--- config.mk ---
export PLATFORM = sky130hd
export DESIGN_NAME = acl_core
export DESIGN_NICKNAME = d
export VERILOG_FILES = /design/src/acl_pkg.sv /design/src/acl_acc_load.sv /design/src/acl_core.sv /design/src/acl_cycle_corr.sv
export VERILOG_INCLUDE_DIRS = /design/src
export SDC_FILE = /design/constraint.sdc
export NUM_CORES = 2
export LEC_CHECK = 0
export BUFFER_PORTS_ARGS = -buffer_cell sky130_fd_sc_hd__buf_2
export CORE_MARGIN = 2
export CORE_UTILIZATION = 34
export DETAILED_ROUTE_END_ITERATION = 7
export PLACE_DENSITY = 0.54
export SYNTH_ARGS = -nofsm -noshare
export SYNTH_HDL_FRONTEND = slang
export SYNTH_SLANG_ARGS = --single-unit
--- constraint.sdc ---
create_clock -name clk_sys -period 12.5 [get_ports clk_sys]
set_clock_uncertainty 0.05 [all_clocks]
set_input_delay 0.625 -clock clk_sys [delete_from_list [all_inputs] [get_ports clk_sys]]
set_output_delay 0.625 -clock clk_sys [all_outputs]
set_load 0.01 [all_outputs]
--- src/acl_map.svh ---
// register map and encodings for the accumulator load and flag datapath
// assumes an AXI4-Lite slave with 32-bit data, one register per aligned word
// Overview of operation
// - 32-bit accumulator; byte, word, long widths
// - zero-fill byte loads clear bits 15..8
// - extend byte loads sign-fill; untouched keeps bits
// - copy mode moves old low half up
// - zero mode clears high half; none keeps
// - extend mode fills high by sign
// - each flag: result, keep, set, clear
// - read-modify-write reads, processes, writes back same address
// - actual cycles equal base plus correction
// - short io form maps to 000000-0000ff
// - stack select picks user or system pointer, bank
// - 24-bit address splits offset and bank
// - stack upper and lower limit registers checked
`ifndef ACL_MAP_SVH
`define ACL_MAP_SVH
// ************
// register offsets
// ************
`define ACL_OFF_CTRL 12'h000
`define ACL_OFF_OPER 12'h004
`define ACL_OFF_ACCLO 12'h008
`define ACL_OFF_ACCHI 12'h00c
`define ACL_OFF_FLAGS 12'h010
`define ACL_OFF_FLAGCTL 12'h014
`define ACL_OFF_USP 12'h018
`define ACL_OFF_SSP 12'h01c
`define ACL_OFF_BANKS 12'h020
`define ACL_OFF_LIMITS 12'h024
`define ACL_OFF_ADDR 12'h028
`define ACL_OFF_STATUS 12'h02c
`define ACL_OFF_MEM 12'h030
// ************
// control field positions
// ************
`define ACL_CTRL_GO 0
`define ACL_CTRL_WID_LO 1
`define ACL_CTRL_WID_HI 2
`define ACL_CTRL_LH_LO 3
`define ACL_CTRL_LH_HI 4
`define ACL_CTRL_AH_LO 5
`define ACL_CTRL_AH_HI 6
`define ACL_CTRL_RMW 7
`define ACL_CTRL_IO 8
`define ACL_CTRL_LOC_LO 9
`define ACL_CTRL_LOC_HI 11
`define ACL_CTRL_BASE_LO 12
`define ACL_CTRL_BASE_HI 15
`define ACL_CTRL_RMWOP_LO 16
`define ACL_CTRL_RMWOP_HI 17
// ************
// flag positions and reset values
// ************
`define ACL_FLAG_C 0
`define ACL_FLAG_V 1
`define ACL_FLAG_Z 2
`define ACL_FLAG_N 3
`define ACL_FLAG_T 4
`define ACL_FLAG_S 5
`define ACL_FLAG_I 6
`define ACL_FLAGS_RST 7'h20
`define ACL_IO_BANK_HI 16'h0000
`define ACL_BYTE_MSB 7
`define ACL_AXI_OKAY 2'h0
`define ACL_AXI_SLVERR 2'h2
`endif

--- src/acl_pkg.sv ---
// types shared by the accumulator datapath files
// assumes acl_map.svh supplies the numeric constants
package acl_pkg;
   typedef enum logic [1:0] {ACL_BYTE, ACL_WORD, ACL_LONG, ACL_WRSV} acl_width_e;
   typedef enum logic [1:0] {ACL_LH_NONE, ACL_LH_ZERO, ACL_LH_EXT, ACL_LH_RSV} acl_lh_e;
   typedef enum logic [1:0] {ACL_AH_NONE, ACL_AH_COPY, ACL_AH_ZERO, ACL_AH_EXT} acl_ah_e;
   typedef enum logic [1:0] {ACL_F_RES, ACL_F_KEEP, ACL_F_SET, ACL_F_CLR} acl_fmode_e;
endpackage

--- src/acl_acc_load.sv ---
// accumulator next-value former for byte, word and long transfers
// assumes operand and current accumulator are stable during the commit cycle
`include "acl_map.svh"
`timescale 1ns/1ps
`default_nettype none
module acl_acc_load
   import acl_pkg::*;
(
   input wire logic [31:0] acc, // current accumulator
   input wire logic [31:0] oper, // loaded operand
   input wire acl_width_e wid, // transfer width
   input wire acl_lh_e lh, // byte upper action
   input wire acl_ah_e ah, // high half action
   output logic [31:0] next_acc // accumulator after load
);
   logic [15:0] lo;
   // low half by width and byte upper action
   always_comb begin
      lo = acc[15:0];
      if (wid == ACL_BYTE) begin
         lo[7:0] = oper[7:0];
         if (lh == ACL_LH_ZERO) begin
            lo[15:8] = 8'h00;
         end else if (lh == ACL_LH_EXT) begin
            lo[15:8] = {8{oper[`ACL_BYTE_MSB]}};
         end
      end else begin
         lo = oper[15:0];
      end
   end
   // high half; long loads take the whole operand
   always_comb begin
      next_acc = {acc[31:16], lo};
      if (wid == ACL_LONG) begin
         next_acc = oper;
      end else begin
         case (ah)
            ACL_AH_COPY: next_acc[31:16] = acc[15:0];
            ACL_AH_ZERO: next_acc[31:16] = 16'h0000;
            ACL_AH_EXT: next_acc[31:16] = {16{lo[15]}};
            default: next_acc[31:16] = acc[31:16];
         endcase
      end
   end
endmodule // acl_acc_load
`default_nettype wire

--- src/acl_core.sv ---
// top of the accumulator load and flag datapath, with AXI4-Lite registers
// assumes one master, one write and one read at a time, synchronous reset
//
// The AXI4-Lite interface to the registers and the placing of the registers were left to the implementer.
`include "acl_map.svh"
`timescale 1ns/1ps
`default_nettype none
module acl_core
   import acl_pkg::*;
#(
   parameter int MEM_WORDS = 16 // small operand memory for rmw
)(
   input wire logic clk_sys, // system clock
   input wire logic sys_rst, // sync reset, high
   input wire logic [11:0] s_axi_awaddr, // write address
   input wire logic s_axi_awvalid, // write address valid
   output logic s_axi_awready, // write address ready
   input wire logic [31:0] s_axi_wdata, // write data
   input wire logic [3:0] s_axi_wstrb, // byte strobes
   input wire logic s_axi_wvalid, // write data valid
   output logic s_axi_wready, // write data ready
   output logic [1:0] s_axi_bresp, // write response
   output logic s_axi_bvalid, // write response valid
   input wire logic s_axi_bready, // response ready
   input wire logic [11:0] s_axi_araddr, // read address
   input wire logic s_axi_arvalid, // read address valid
   output logic s_axi_arready, // read address ready
   output logic [31:0] s_axi_rdata, // read data
   output logic [1:0] s_axi_rresp, // read response
   output logic s_axi_rvalid, // read data valid
   input wire logic s_axi_rready, // read ready
   output logic busy, // instruction executing
   output logic stackFault // pointer beyond limits
);
   // ****************************************
   // state
   // ****************************************
   typedef enum logic [1:0] {ACL_IDLE, ACL_READ, ACL_WAIT, ACL_WRITE} acl_state_e;
   acl_state_e state;
   logic [31:0] ctrl, oper, acc, addr;
   logic [6:0] flags;
   logic [13:0] flagCtl;
   logic [15:0] user_stack_pointer, system_stack_pointer;
   logic [7:0] user_stack_bank, system_stack_bank;
   logic [15:0] stack_upper_limit, stack_lower_limit;
   logic [31:0] mem [MEM_WORDS];
   logic [4:0] cycLeft;
   logic [4:0] lastCycles;
   logic [31:0] rmwData;
   logic awHeld, wHeld;
   logic [11:0] awAddr;
   logic [31:0] wData;
   logic [3:0] wStrb;
   logic [2:0] corr;
   logic [31:0] next_acc;
   logic [6:0] next_flags;
   // ****************************************
   // decoded fields
   // ****************************************
   acl_width_e wid;
   acl_lh_e acc_byte_upper_action;
   acl_ah_e accAhMode;
   logic read_modify_write_flag, ioForm;
   logic [15:0] acc_low_half, acc_high_half;
   logic [15:0] activeSp;
   logic [7:0] current_stack_bank;
   logic [23:0] physical_direct_address;
   logic [15:0] bankOffset;
   logic [7:0] bankNumber;
   logic [31:0] result;
   logic goWrite;
   assign wid = acl_width_e'(ctrl[`ACL_CTRL_WID_HI:`ACL_CTRL_WID_LO]);
   assign acc_byte_upper_action = acl_lh_e'(ctrl[`ACL_CTRL_LH_HI:`ACL_CTRL_LH_LO]);
   assign accAhMode = acl_ah_e'(ctrl[`ACL_CTRL_AH_HI:`ACL_CTRL_AH_LO]);
   assign read_modify_write_flag = ctrl[`ACL_CTRL_RMW];
   assign ioForm = ctrl[`ACL_CTRL_IO];
   assign acc_low_half = acc[15:0];
   assign acc_high_half = acc[31:16];
   // stack select flag chooses pointer and bank together
   assign activeSp = flags[`ACL_FLAG_S] ? system_stack_pointer : user_stack_pointer;
   assign current_stack_bank = flags[`ACL_FLAG_S] ? system_stack_bank : user_stack_bank;
   // short io form forces the top 16 address bits to zero
   assign physical_direct_address = ioForm ? {`ACL_IO_BANK_HI, addr[7:0]} : addr[23:0];
   assign bankOffset = physical_direct_address[15:0];
   assign bankNumber = physical_direct_address[23:16];
   // ****************************************
   // datapath helpers
   // ****************************************
   acl_cycle_corr u_corr (
      .loc(ctrl[`ACL_CTRL_LOC_HI:`ACL_CTRL_LOC_LO]),
      .wid(wid),
      .corr(corr)
   );
   acl_acc_load u_load (
      .acc(acc),
      .oper(read_modify_write_flag ? rmwData : oper),
      .wid(wid),
      .lh(acc_byte_upper_action),
      .ah(accAhMode),
      .next_acc(next_acc)
   );
   // rmw processing: increment, decrement, invert or pass
   function automatic logic [31:0] rmwOp(input logic [1:0] op, input logic [31:0] d);
      case (op)
         2'h0: rmwOp = d + 32'h1;
         2'h1: rmwOp = d - 32'h1;
         2'h2: rmwOp = ~d;
         default: rmwOp = d;
      endcase
   endfunction
   assign result = rmwOp(ctrl[`ACL_CTRL_RMWOP_HI:`ACL_CTRL_RMWOP_LO], rmwData);
   // per-flag update from a two-bit mode each
   function automatic logic flagNext(input logic [1:0] m, input logic cur, input logic res);
      case (acl_fmode_e'(m))
         ACL_F_RES: flagNext = res;
         ACL_F_KEEP: flagNext = cur;
         ACL_F_SET: flagNext = 1'b1;
         default: flagNext = 1'b0;
      endcase
   endfunction
   // Z and N come from the accumulator value being written, C from the rmw result
   always_comb begin
      logic [6:0] res;
      res = flags;
      res[`ACL_FLAG_Z] = (wid == ACL_LONG) ? (next_acc == 32'h0) :
         (wid == ACL_WORD) ? (next_acc[15:0] == 16'h0) : (next_acc[7:0] == 8'h0);
      res[`ACL_FLAG_N] = (wid == ACL_LONG) ? next_acc[31] :
         (wid == ACL_WORD) ? next_acc[15] : next_acc[7];
      res[`ACL_FLAG_C] = read_modify_write_flag && (result < rmwData);
      next_flags = flags;
      for (int i = 0; i < 7; i++) begin
         next_flags[i] = flagNext(flagCtl[2*i +: 2], flags[i], res[i]);
      end
   end
   // ****************************************
   // instruction sequencer
   // ****************************************
   assign goWrite = awHeld && wHeld && !s_axi_bvalid;
   // execution counts down base plus correction cycles
   always_ff @(posedge clk_sys) begin
      if (sys_rst) begin
         state <= ACL_IDLE;
         cycLeft <= 5'h0;
         lastCycles <= 5'h0;
         busy <= 1'b0;
      end else begin
         case (state)
            ACL_IDLE: begin
               if (ctrl[`ACL_CTRL_GO]) begin
                  busy <= 1'b1;
                  lastCycles <= 5'(ctrl[`ACL_CTRL_BASE_HI:`ACL_CTRL_BASE_LO]) + 5'(corr);
                  cycLeft <= 5'(ctrl[`ACL_CTRL_BASE_HI:`ACL_CTRL_BASE_LO]) + 5'(corr);
                  state <= read_modify_write_flag ? ACL_READ : ACL_WAIT;
               end
            end
            ACL_READ: state <= ACL_WAIT;
            ACL_WAIT: begin
               if (cycLeft <= 5'h1) begin
                  state <= ACL_WRITE;
               end else begin
                  cycLeft <= cycLeft - 5'h1;
               end
            end
            default: begin
               state <= ACL_IDLE;
               busy <= 1'b0;
            end
         endcase
      end
   end
   // memory window of 16 words starting at the mem offset
   function automatic logic memHit(input logic [11:0] a);
      memHit = (a >= `ACL_OFF_MEM) && (a <= `ACL_OFF_MEM + 12'h3c);
   endfunction
   // word index inside that window
   function automatic logic [3:0] memIdx(input logic [11:0] a);
      memIdx = 4'((a - `ACL_OFF_MEM) >> 2);
   endfunction
   // rmw operand capture and write-back to the same word
   always_ff @(posedge clk_sys) begin
      if (state == ACL_READ) begin
         rmwData <= mem[bankOffset[3:0]];
      end
      if (state == ACL_WRITE && read_modify_write_flag) begin
         mem[bankOffset[3:0]] <= result;
      end else if (goWrite && memHit(awAddr)) begin
         mem[memIdx(awAddr)] <= wData;
      end
   end
   // stack bound check against both limits
   always_ff @(posedge clk_sys) begin
      if (sys_rst) begin
         stackFault <= 1'b0;
      end else begin
         stackFault <= (activeSp > stack_upper_limit) || (activeSp < stack_lower_limit);
      end
   end
   // ****************************************
   // axi write channel
   // ****************************************
   // address and data latched independently, response after both
   always_ff @(posedge clk_sys) begin
      if (sys_rst) begin
         awHeld <= 1'b0;
         wHeld <= 1'b0;
         awAddr <= 12'h0;
         wData <= 32'h0;
         wStrb <= 4'h0;
         s_axi_bvalid <= 1'b0;
         s_axi_bresp <= `ACL_AXI_OKAY;
      end else begin
         if (s_axi_awvalid && s_axi_awready) begin
            awHeld <= 1'b1;
            awAddr <= s_axi_awaddr;
         end
         if (s_axi_wvalid && s_axi_wready) begin
            wHeld <= 1'b1;
            wData <= s_axi_wdata;
            wStrb <= s_axi_wstrb;
         end
         if (goWrite) begin
            awHeld <= 1'b0;
            wHeld <= 1'b0;
            s_axi_bvalid <= 1'b1;
            s_axi_bresp <= (awAddr > `ACL_OFF_MEM + 12'h3c) ? `ACL_AXI_SLVERR : `ACL_AXI_OKAY;
         end else if (s_axi_bvalid && s_axi_bready) begin
            s_axi_bvalid <= 1'b0;
         end
      end
   end
   assign s_axi_awready = !awHeld && !s_axi_bvalid;
   assign s_axi_wready = !wHeld && !s_axi_bvalid;
   // byte-lane merge for register writes
   function automatic logic [31:0] merge(input logic [31:0] old, input logic [31:0] d,
                                         input logic [3:0] s);
      for (int b = 0; b < 4; b++) begin
         old[8*b +: 8] = s[b] ? d[8*b +: 8] : old[8*b +: 8];
      end
      merge = old;
   endfunction
   // ****************************************
   // register file; commit beats software writes
   // ****************************************
   always_ff @(posedge clk_sys) begin
      if (sys_rst) begin
         ctrl <= 32'h0;
         oper <= 32'h0;
         acc <= 32'h0;
         addr <= 32'h0;
         flags <= `ACL_FLAGS_RST;
         flagCtl <= 14'h1555;
         user_stack_pointer <= 16'h0;
         system_stack_pointer <= 16'h0;
         user_stack_bank <= 8'h0;
         system_stack_bank <= 8'h0;
         stack_upper_limit <= 16'hffff;
         stack_lower_limit <= 16'h0;
      end else begin
         if (goWrite) begin
            if (awAddr == `ACL_OFF_CTRL) begin
               ctrl <= merge(ctrl, wData, wStrb);
            end else if (awAddr == `ACL_OFF_OPER) begin
               oper <= merge(oper, wData, wStrb);
            end else if (awAddr == `ACL_OFF_ACCLO) begin
               acc[15:0] <= 16'(merge({16'h0, acc[15:0]}, wData, wStrb));
            end else if (awAddr == `ACL_OFF_ACCHI) begin
               acc[31:16] <= 16'(merge({16'h0, acc[31:16]}, wData, wStrb));
            end else if (awAddr == `ACL_OFF_FLAGS) begin
               flags <= wData[6:0];
            end else if (awAddr == `ACL_OFF_FLAGCTL) begin
               flagCtl <= wData[13:0];
            end else if (awAddr == `ACL_OFF_USP) begin
               user_stack_pointer <= wData[15:0];
               user_stack_bank <= wData[23:16];
            end else if (awAddr == `ACL_OFF_SSP) begin
               system_stack_pointer <= wData[15:0];
               system_stack_bank <= wData[23:16];
            end else if (awAddr == `ACL_OFF_LIMITS) begin
               stack_lower_limit <= wData[15:0];
               stack_upper_limit <= wData[31:16];
            end else if (awAddr == `ACL_OFF_ADDR) begin
               addr <= wData;
            end
         end
         // go self-clears; one commit of acc and flags together
         if (state == ACL_IDLE && ctrl[`ACL_CTRL_GO]) begin
            ctrl[`ACL_CTRL_GO] <= 1'b0;
         end
         if (state == ACL_WRITE) begin
            acc <= next_acc;
            flags <= next_flags;
         end
      end
   end
   // ****************************************
   // axi read channel
   // ****************************************
   assign s_axi_arready = !s_axi_rvalid;
   // read decode; unmapped answers slverr with zero data
   always_ff @(posedge clk_sys) begin
      if (sys_rst) begin
         s_axi_rvalid <= 1'b0;
         s_axi_rdata <= 32'h0;
         s_axi_rresp <= `ACL_AXI_OKAY;
      end else if (s_axi_arvalid && s_axi_arready) begin
         s_axi_rvalid <= 1'b1;
         s_axi_rresp <= `ACL_AXI_OKAY;
         if (s_axi_araddr == `ACL_OFF_CTRL) begin
            s_axi_rdata <= ctrl;
         end else if (s_axi_araddr == `ACL_OFF_OPER) begin
            s_axi_rdata <= oper;
         end else if (s_axi_araddr == `ACL_OFF_ACCLO) begin
            s_axi_rdata <= {16'h0, acc_low_half};
         end else if (s_axi_araddr == `ACL_OFF_ACCHI) begin
            s_axi_rdata <= {16'h0, acc_high_half};
         end else if (s_axi_araddr == `ACL_OFF_FLAGS) begin
            s_axi_rdata <= {25'h0, flags};
         end else if (s_axi_araddr == `ACL_OFF_FLAGCTL) begin
            s_axi_rdata <= {18'h0, flagCtl};
         end else if (s_axi_araddr == `ACL_OFF_USP) begin
            s_axi_rdata <= {8'h0, user_stack_bank, user_stack_pointer};
         end else if (s_axi_araddr == `ACL_OFF_SSP) begin
            s_axi_rdata <= {8'h0, system_stack_bank, system_stack_pointer};
         end else if (s_axi_araddr == `ACL_OFF_BANKS) begin
            s_axi_rdata <= {8'h0, current_stack_bank, activeSp};
         end else if (s_axi_araddr == `ACL_OFF_LIMITS) begin
            s_axi_rdata <= {stack_upper_limit, stack_lower_limit};
         end else if (s_axi_araddr == `ACL_OFF_ADDR) begin
            s_axi_rdata <= {8'h0, bankNumber, bankOffset};
         end else if (s_axi_araddr == `ACL_OFF_STATUS) begin
            s_axi_rdata <= {22'h0, lastCycles, 3'h0, stackFault, busy};
         end else if (memHit(s_axi_araddr)) begin
            s_axi_rdata <= mem[memIdx(s_axi_araddr)];
         end else begin
            s_axi_rdata <= 32'h0;
            s_axi_rresp <= `ACL_AXI_SLVERR;
         end
      end else if (s_axi_rvalid && s_axi_rready) begin
         s_axi_rvalid <= 1'b0;
      end
   end
endmodule // acl_core
`default_nettype wire

--- src/acl_cycle_corr.sv ---
// cycle correction lookup by operand location and width
// assumes location code and width come from the control register
`timescale 1ns/1ps
`default_nettype none
module acl_cycle_corr
   import acl_pkg::*;
(
   input wire logic [2:0] loc, // operand location class
   input wire acl_width_e wid, // operand width
   output logic [2:0] corr // added cycles
);
   // location classes: reg, ram even, ram odd, ext even, ext odd, 8-bit bus
   always_comb begin
      corr = 3'h0;
      case (loc)
         3'h2: corr = (wid == ACL_BYTE) ? 3'h0 : (wid == ACL_WORD) ? 3'h1 : 3'h2;
         3'h3: corr = (wid == ACL_LONG) ? 3'h2 : 3'h1;
         3'h4, 3'h5: corr = (wid == ACL_BYTE) ? 3'h1 : (wid == ACL_WORD) ? 3'h3 : 3'h6;
         default: corr = 3'h0;
      endcase
   end
endmodule // acl_cycle_corr
`default_nettype wire

## Word-level counts from Yosys, hierarchy flattened

Memories as Yosys holds them, arrays and structs flattened. A register that Yosys moved wholly into a read port is not among the register bits.
Cells that the tools add are included.

- Flip-flop bits (word level): 323
- Memory bits (writable): 512
- Word-level logic and storage cells: 307
- Memories: 1

- $add $sub $neg: 6
- Order comparisons: 9
- Equality and inequality tests: 64
- Multiplexer cells: 92
- Bitwise gates (word level): 11
- Reductions and logical operators: 81

Memory list:

| memory | words | width | rd ports | clocked after Yosys merged registers in | wr ports | line | text |
|---|---|---|---|---|---|---|---|
| mem | 16 | 32 | 2 | 1 | 1 | acl_core.sv:46 | `logic [31:0] mem [MEM_WORDS];` |

Operator list:

| kind | count |
|---|---|
| 32-bit two-way mux | 19 |
| 16-bit two-way mux | 7 |
| 12-bit by 5-bit equality test with 1-bit output (second input constant) | 8 |
| 32-bit one-hot mux with 3 select lines | 1 |
| 12-bit by 6-bit equality test with 1-bit output (second input constant) | 6 |
| 7-bit AND reduction | 8 |
| 7-bit two-way mux | 7 |
| 12-bit by 4-bit equality test with 1-bit output (second input constant) | 4 |
| 16-bit one-hot mux with 3 select lines | 1 |
| 8-bit two-way mux | 5 |
| 2-bit two-way mux | 19 |
| 32-bit by 1-bit adder with 32-bit output (second input constant) | 1 |
| 32-bit logical NOT | 1 |
| 32-bit < comparator | 1 |
| 32-bit inverter | 1 |
| 32-bit OR reduction | 1 |
| 32-bit by 1-bit subtractor with 32-bit output (second input constant) | 1 |
| 2-bit equality test (second input constant) | 14 |
| 12-bit by 3-bit equality test with 1-bit output (second input constant) | 2 |
| 2-bit by 1-bit equality test with 1-bit output (second input constant) | 12 |
| 12-bit by 6-bit >= comparator with 1-bit output (second input constant) | 2 |
| 12-bit by 7-bit less-or-equal comparator with 1-bit output (second input constant) | 2 |
| 12-bit logical NOT | 2 |
| 24-bit two-way mux | 1 |
| 38 further kinds | 137 |

## Longest topological paths before layout

- Word-level depth: 15
- Mapped depth: 21
- Mapped depth without buffers: 19

## Hierarchy

A second synthesis with hierarchy kept.

- Cells, all modules: 3802
- Area total of the unflattened synthesis: 44979.4 µm²

Modules (own cells, without submodules):

| module | instances | cells an instance | area each (µm²) |
|---|---|---|---|
| acl_core | 1 | 3663 | 43943.4 |
| acl_acc_load | 1 | 126 | 954.7 |
| acl_cycle_corr | 1 | 13 | 81.3 |

## Worst setup path after synthesis

Ideal clock, no wire load.

- Kind: reg2reg
- From: reg ctrl[16]
- To: reg flags[0]
- Library setup time: 0.086 ns
- Arrival time: 4.086 ns
- Data required time: 12.364 ns
- Slack: 8.278 ns
- Stages on the path, launching flop included: 22
- Buffers on the path: 2
- Cells stage by stage: dfxtp_1 > buf_2 > nor2b_1 > clkbuf_1 > xnor2_1 > ha_1 > and2_1 > nand4bb_1 > a221oi_2 > a41o_1 > nor2_1 > mux2i_1 > xnor2_1 > ha_1 > a21o_1 > a21o_1 > a21oi_1 > o21ai_0 > a21o_1 > a211oi_1 > o31ai_1 > a211oi_1

- Word-level cells in the longest chain between the ends: 6
- Elaborated cells on any way between the ends: 8
- Those cells by class: order compare: 1; eq/ne: 2; mux: 3; reduce/logical: 2

Ends and longest elaborated chain:

| item | line | text |
|---|---|---|
| from (decl) | acl_core.sv:40 | `logic [31:0] ctrl, oper, acc, addr;` |
| from (signal assigned) | acl_core.sv:261 | `ctrl <= merge(ctrl, wData, wStrb);` |
| 2-bit equality test, or another cell as far along | acl_core.sv:104 | `case (op)` |
| 32-bit one-hot mux with 3 select lines * | acl_core.sv:104 |  |
| 32-bit < comparator * | acl_core.sv:129 | `` res[`ACL_FLAG_C] = read_modify_write_flag && (result < rmwData); `` |
| 1-bit logical AND * | acl_core.sv:129 |  |
| 1-bit one-hot mux with 3 select lines * | acl_core.sv:114 | `case (acl_fmode_e'(m))` |
| 7-bit two-way mux * | acl_core.sv:289 | `if (state == ACL_WRITE) begin` |
| to (signal assigned) | acl_core.sv:250 | `` flags <= `ACL_FLAGS_RST; `` |
| to (signal assigned) | acl_core.sv:269 | `flags <= wData[6:0];` |
| to (signal assigned) | acl_core.sv:291 | `flags <= next_flags;` |
| to (decl) | acl_core.sv:41 | `logic [6:0] flags;` |

Mark *: on every way between the ends. The rest lies on a longest branch, timed or not.
A chain may end at the register's enable or synchronous reset.

## Worst setup path in the final report

Ends and elaborated chain as after synthesis.

==> results.toml <==
[synthesis]
synthArstFlopShare = 0
synth_warnings = 0
synth.top_cell.area_share = 0.373
avgSynthCellArea_sq_um = 12.0
synth_cells = 3665
yosysTopAreaCell = "edfxtp_1"
ys_seq_elements = 865
ys.flop_type = "edfxtp_1"
seq_area_frac_synth = 0.519
syn_area_sq_um = 43800
yosys-top-cells-area = "edfxtp_1 37%, mux4_2 16%, dfxtp_1 15%"
synth_cell_types = 90
synth_edf_count = 544

[placed_design]
dp_cells = 5230
gp_congestion = 0.983
dp.final_hpwl_mm = 105
port_buffers = 107

[routing]
ant_nets = 0
wl_per_cell_um = 29.5
drc = 0
vias = 32626
viasPerCell = 6.03
drt_iter0_drc = 4685
dr.pass1.iters = 6
wl_mm = 160

[setup_path]
worstPathArrival_ns = 5.70
reg2regPathDepth = 21
worst_path_most_repeated_cell = "a21o_1"
crit_path_start_kind = "register"
crit_fanout = 47
worst-path-buf-inv = 2
max_stage_delay_ns = 0.65
cp_cell_sequence = "buf_4 -> nor2b_1 -> buf_4 -> xnor2_1 -> ha_1 -> and2_1 -> nand4bb_1 -> a221oi_2 -> a41o_1 -> nor2_1 -> mux2i_1 -> xnor2_1 -> ha_1 -> a21o_1 -> a21o_1 -> a21oi_1 -> o21ai_0 -> a21o_1 -> a211oi_1 -> o31ai_1 -> a211oi_1"
critPathKind = "reg2reg"
reg2reg_slack_ns = 7.34
reg2reg_to = "flags[0]"
cp_data_required_time_ns = 13.05
r2r-start = "ctrl[16]"
crit_family = "compound AO/OA/AOI/OAI gates"
cpMaxStageDelayCell = "a221oi_2"
end_kind = "register"

[clock_network]
hold_buffers = 0
cts_setup_buffers = 0
worstSkewPairLatency_ns = 0.69
cts_root_buffer = "clkbuf_16"
clk_pin_slew_ns = 0.07
numCtsBuffers = 95
clock_sinks = 865
ctsResizeCount = 0
cts_tree = "done"
clock_tree.buffer_depth = 3
htreeDepth = 3

[global_routing]
grtUsageTotal = 0.239
grt_pass1_vias = 31247
antenna_found_initial = 15
grt_pass1_wl_mm = 228
grt_overflow = 0
grt_start_max_net_pins = 153

[floorplan]
io_pins = 110
die_w_um = 363
coreArea_sq_um = 128000
start_util = 0.343
die_y_um = 363
fp-row-count = 131
die-area_sq_um = 132000

[final_layout]
drive_gt1_frac = 0.210
fin_cells = 5412
post-route-util = 0.387
fill_cells = 12168
layout.nets = 3814
multi_input_area_sq_um = 19700
layout_common_cells = "544 x nand2_1, 544 x edfxtp_1, 345 x a21oi_1"
seq_area_sq_um = 22800
area_delta_synth_final_pct = 12.6

[worst_hold_path]
hold_depth = 2
worstHoldPathType = "in2reg"
whs_endpoint = "s_axi_rvalid"
hp-start = "s_axi_rready"

[sta]
fmax_mhz = 194
worst_pin_slew_ns = 1.27
report.final.slew_viol_count = 0
slew_headroom = 0.153
rsz0062_at_grt = "no"
finalHoldViolations = 0
setup_tns_ns = 0
layout_worst_path_cycle_share = 0.413
fin_crit_ns = 5.16
setup_viol = 0

[outcome]
status = "completed"

[pwr]
power_density_nw_per_um2 = 129
p_leak_nw = 15.9
peakVddDrop_mv = 0.105
power.total_mw = 6.38

[job]
maxCapViolCount = 0
cells by family (layout without fill, tap and decap cells):
logic type,after synthesis,after routing,synth area share
other,1,9,0.0000855
adders and majority gates,82,82,0.0236
AOI/OAI and AO/OA,808,808,0.115
buffers and inverters,389,466,0.0356
muxes,442,442,0.194
DFF,865,865,0.519
and+or+nand+nor,1038,1038,0.104
xor gates and xnor gates,40,40,0.00799
cells in the mapped netlist, types with 14 or more instances:
cell        n
a211oi_1   42
a21o_1     19
a21oi_1   345
a221oi_1   34
a31oi_1    32
and2_1     14
buf_1      32
buf_2      48
clkbuf_1  202
dfxtp_1   321
edfxtp_1  544
ha_1       81
inv_1      95
mux2_2     55
mux2i_1    66
mux4_2    320
nand2_1   545
nand2b_1   14
nand3_1   115
nand4_1    20
nor2_1    176
nor2b_1    19
nor3_1     46
nor4_1     19
o211ai_1   34
o21ai_0   122
o22ai_1    34
xnor2_1    34
power by group:
part           internal, mW  switching (mW)
Combinational         0.130           0.259
Clock                  1.69            1.23
Sequential             3.04          0.0429
per-layer routing:
| metal | up-vias | share of wire | routed length [um] | track usage |
|---|---|---|---|---|
| met3 | 336 | 0.096 | 15300 | 0.0526 |
| met5 | - | 0.00017 | 27 | 0 |
| met2 | 1632 | 0.44 | 70300 | 0.362 |
| met4 | 4 | 0.039 | 6290 | 0.0861 |
| li1 | 14039 | - | - | - |
| met1 | 16615 | 0.43 | 67900 | 0.337 |
stage by stage:
step	hold slack, ns	area [sq um]	setup WS [ns]
floorplan	0.381	43800	8.28
CTS	0.0284	49400	7.37
global placement	0.391	46200	7.44
finish	0.0613	49400	7.34
detailed placement	0.396	46200	7.44
global route	0.0406	49400	6.94
registers in the layout, indices dropped and copies added (netlist names), 24 cells and up:
name / cells
acc: 32
addr: 24
ctrl: 32
mem: 512
oper: 32
rmwData: 32
s_axi_rdata: 32
wData: 32
worst max path at each step:
stage	start	to	slack (ns)	depth (start not counted)
2_1_floorplan	ctrl[16]	flags[0]	8.28	21
3_3_place_gp	ctrl[16]	flags[0]	7.44	21
3_5_place_dp	ctrl[16]	flags[0]	7.44	21
4_1_cts	ctrl[16]	flags[0]	7.37	21
5_1_grt	ctrl[16]	flags[0]	6.94	21
6_report	ctrl[16]	flags[0]	7.34	21
cell type report:
cell class              count  area share
flip-flops and latches    865       0.461
multi-input cells        2412       0.399
diodes                      7    0.000355
repair buffers            195      0.0254
inverters                  96     0.00730
clock inverters            54      0.0121
clock buffers             121      0.0526
well taps                1662      0.0421
(Power assumes the default switching activity.)
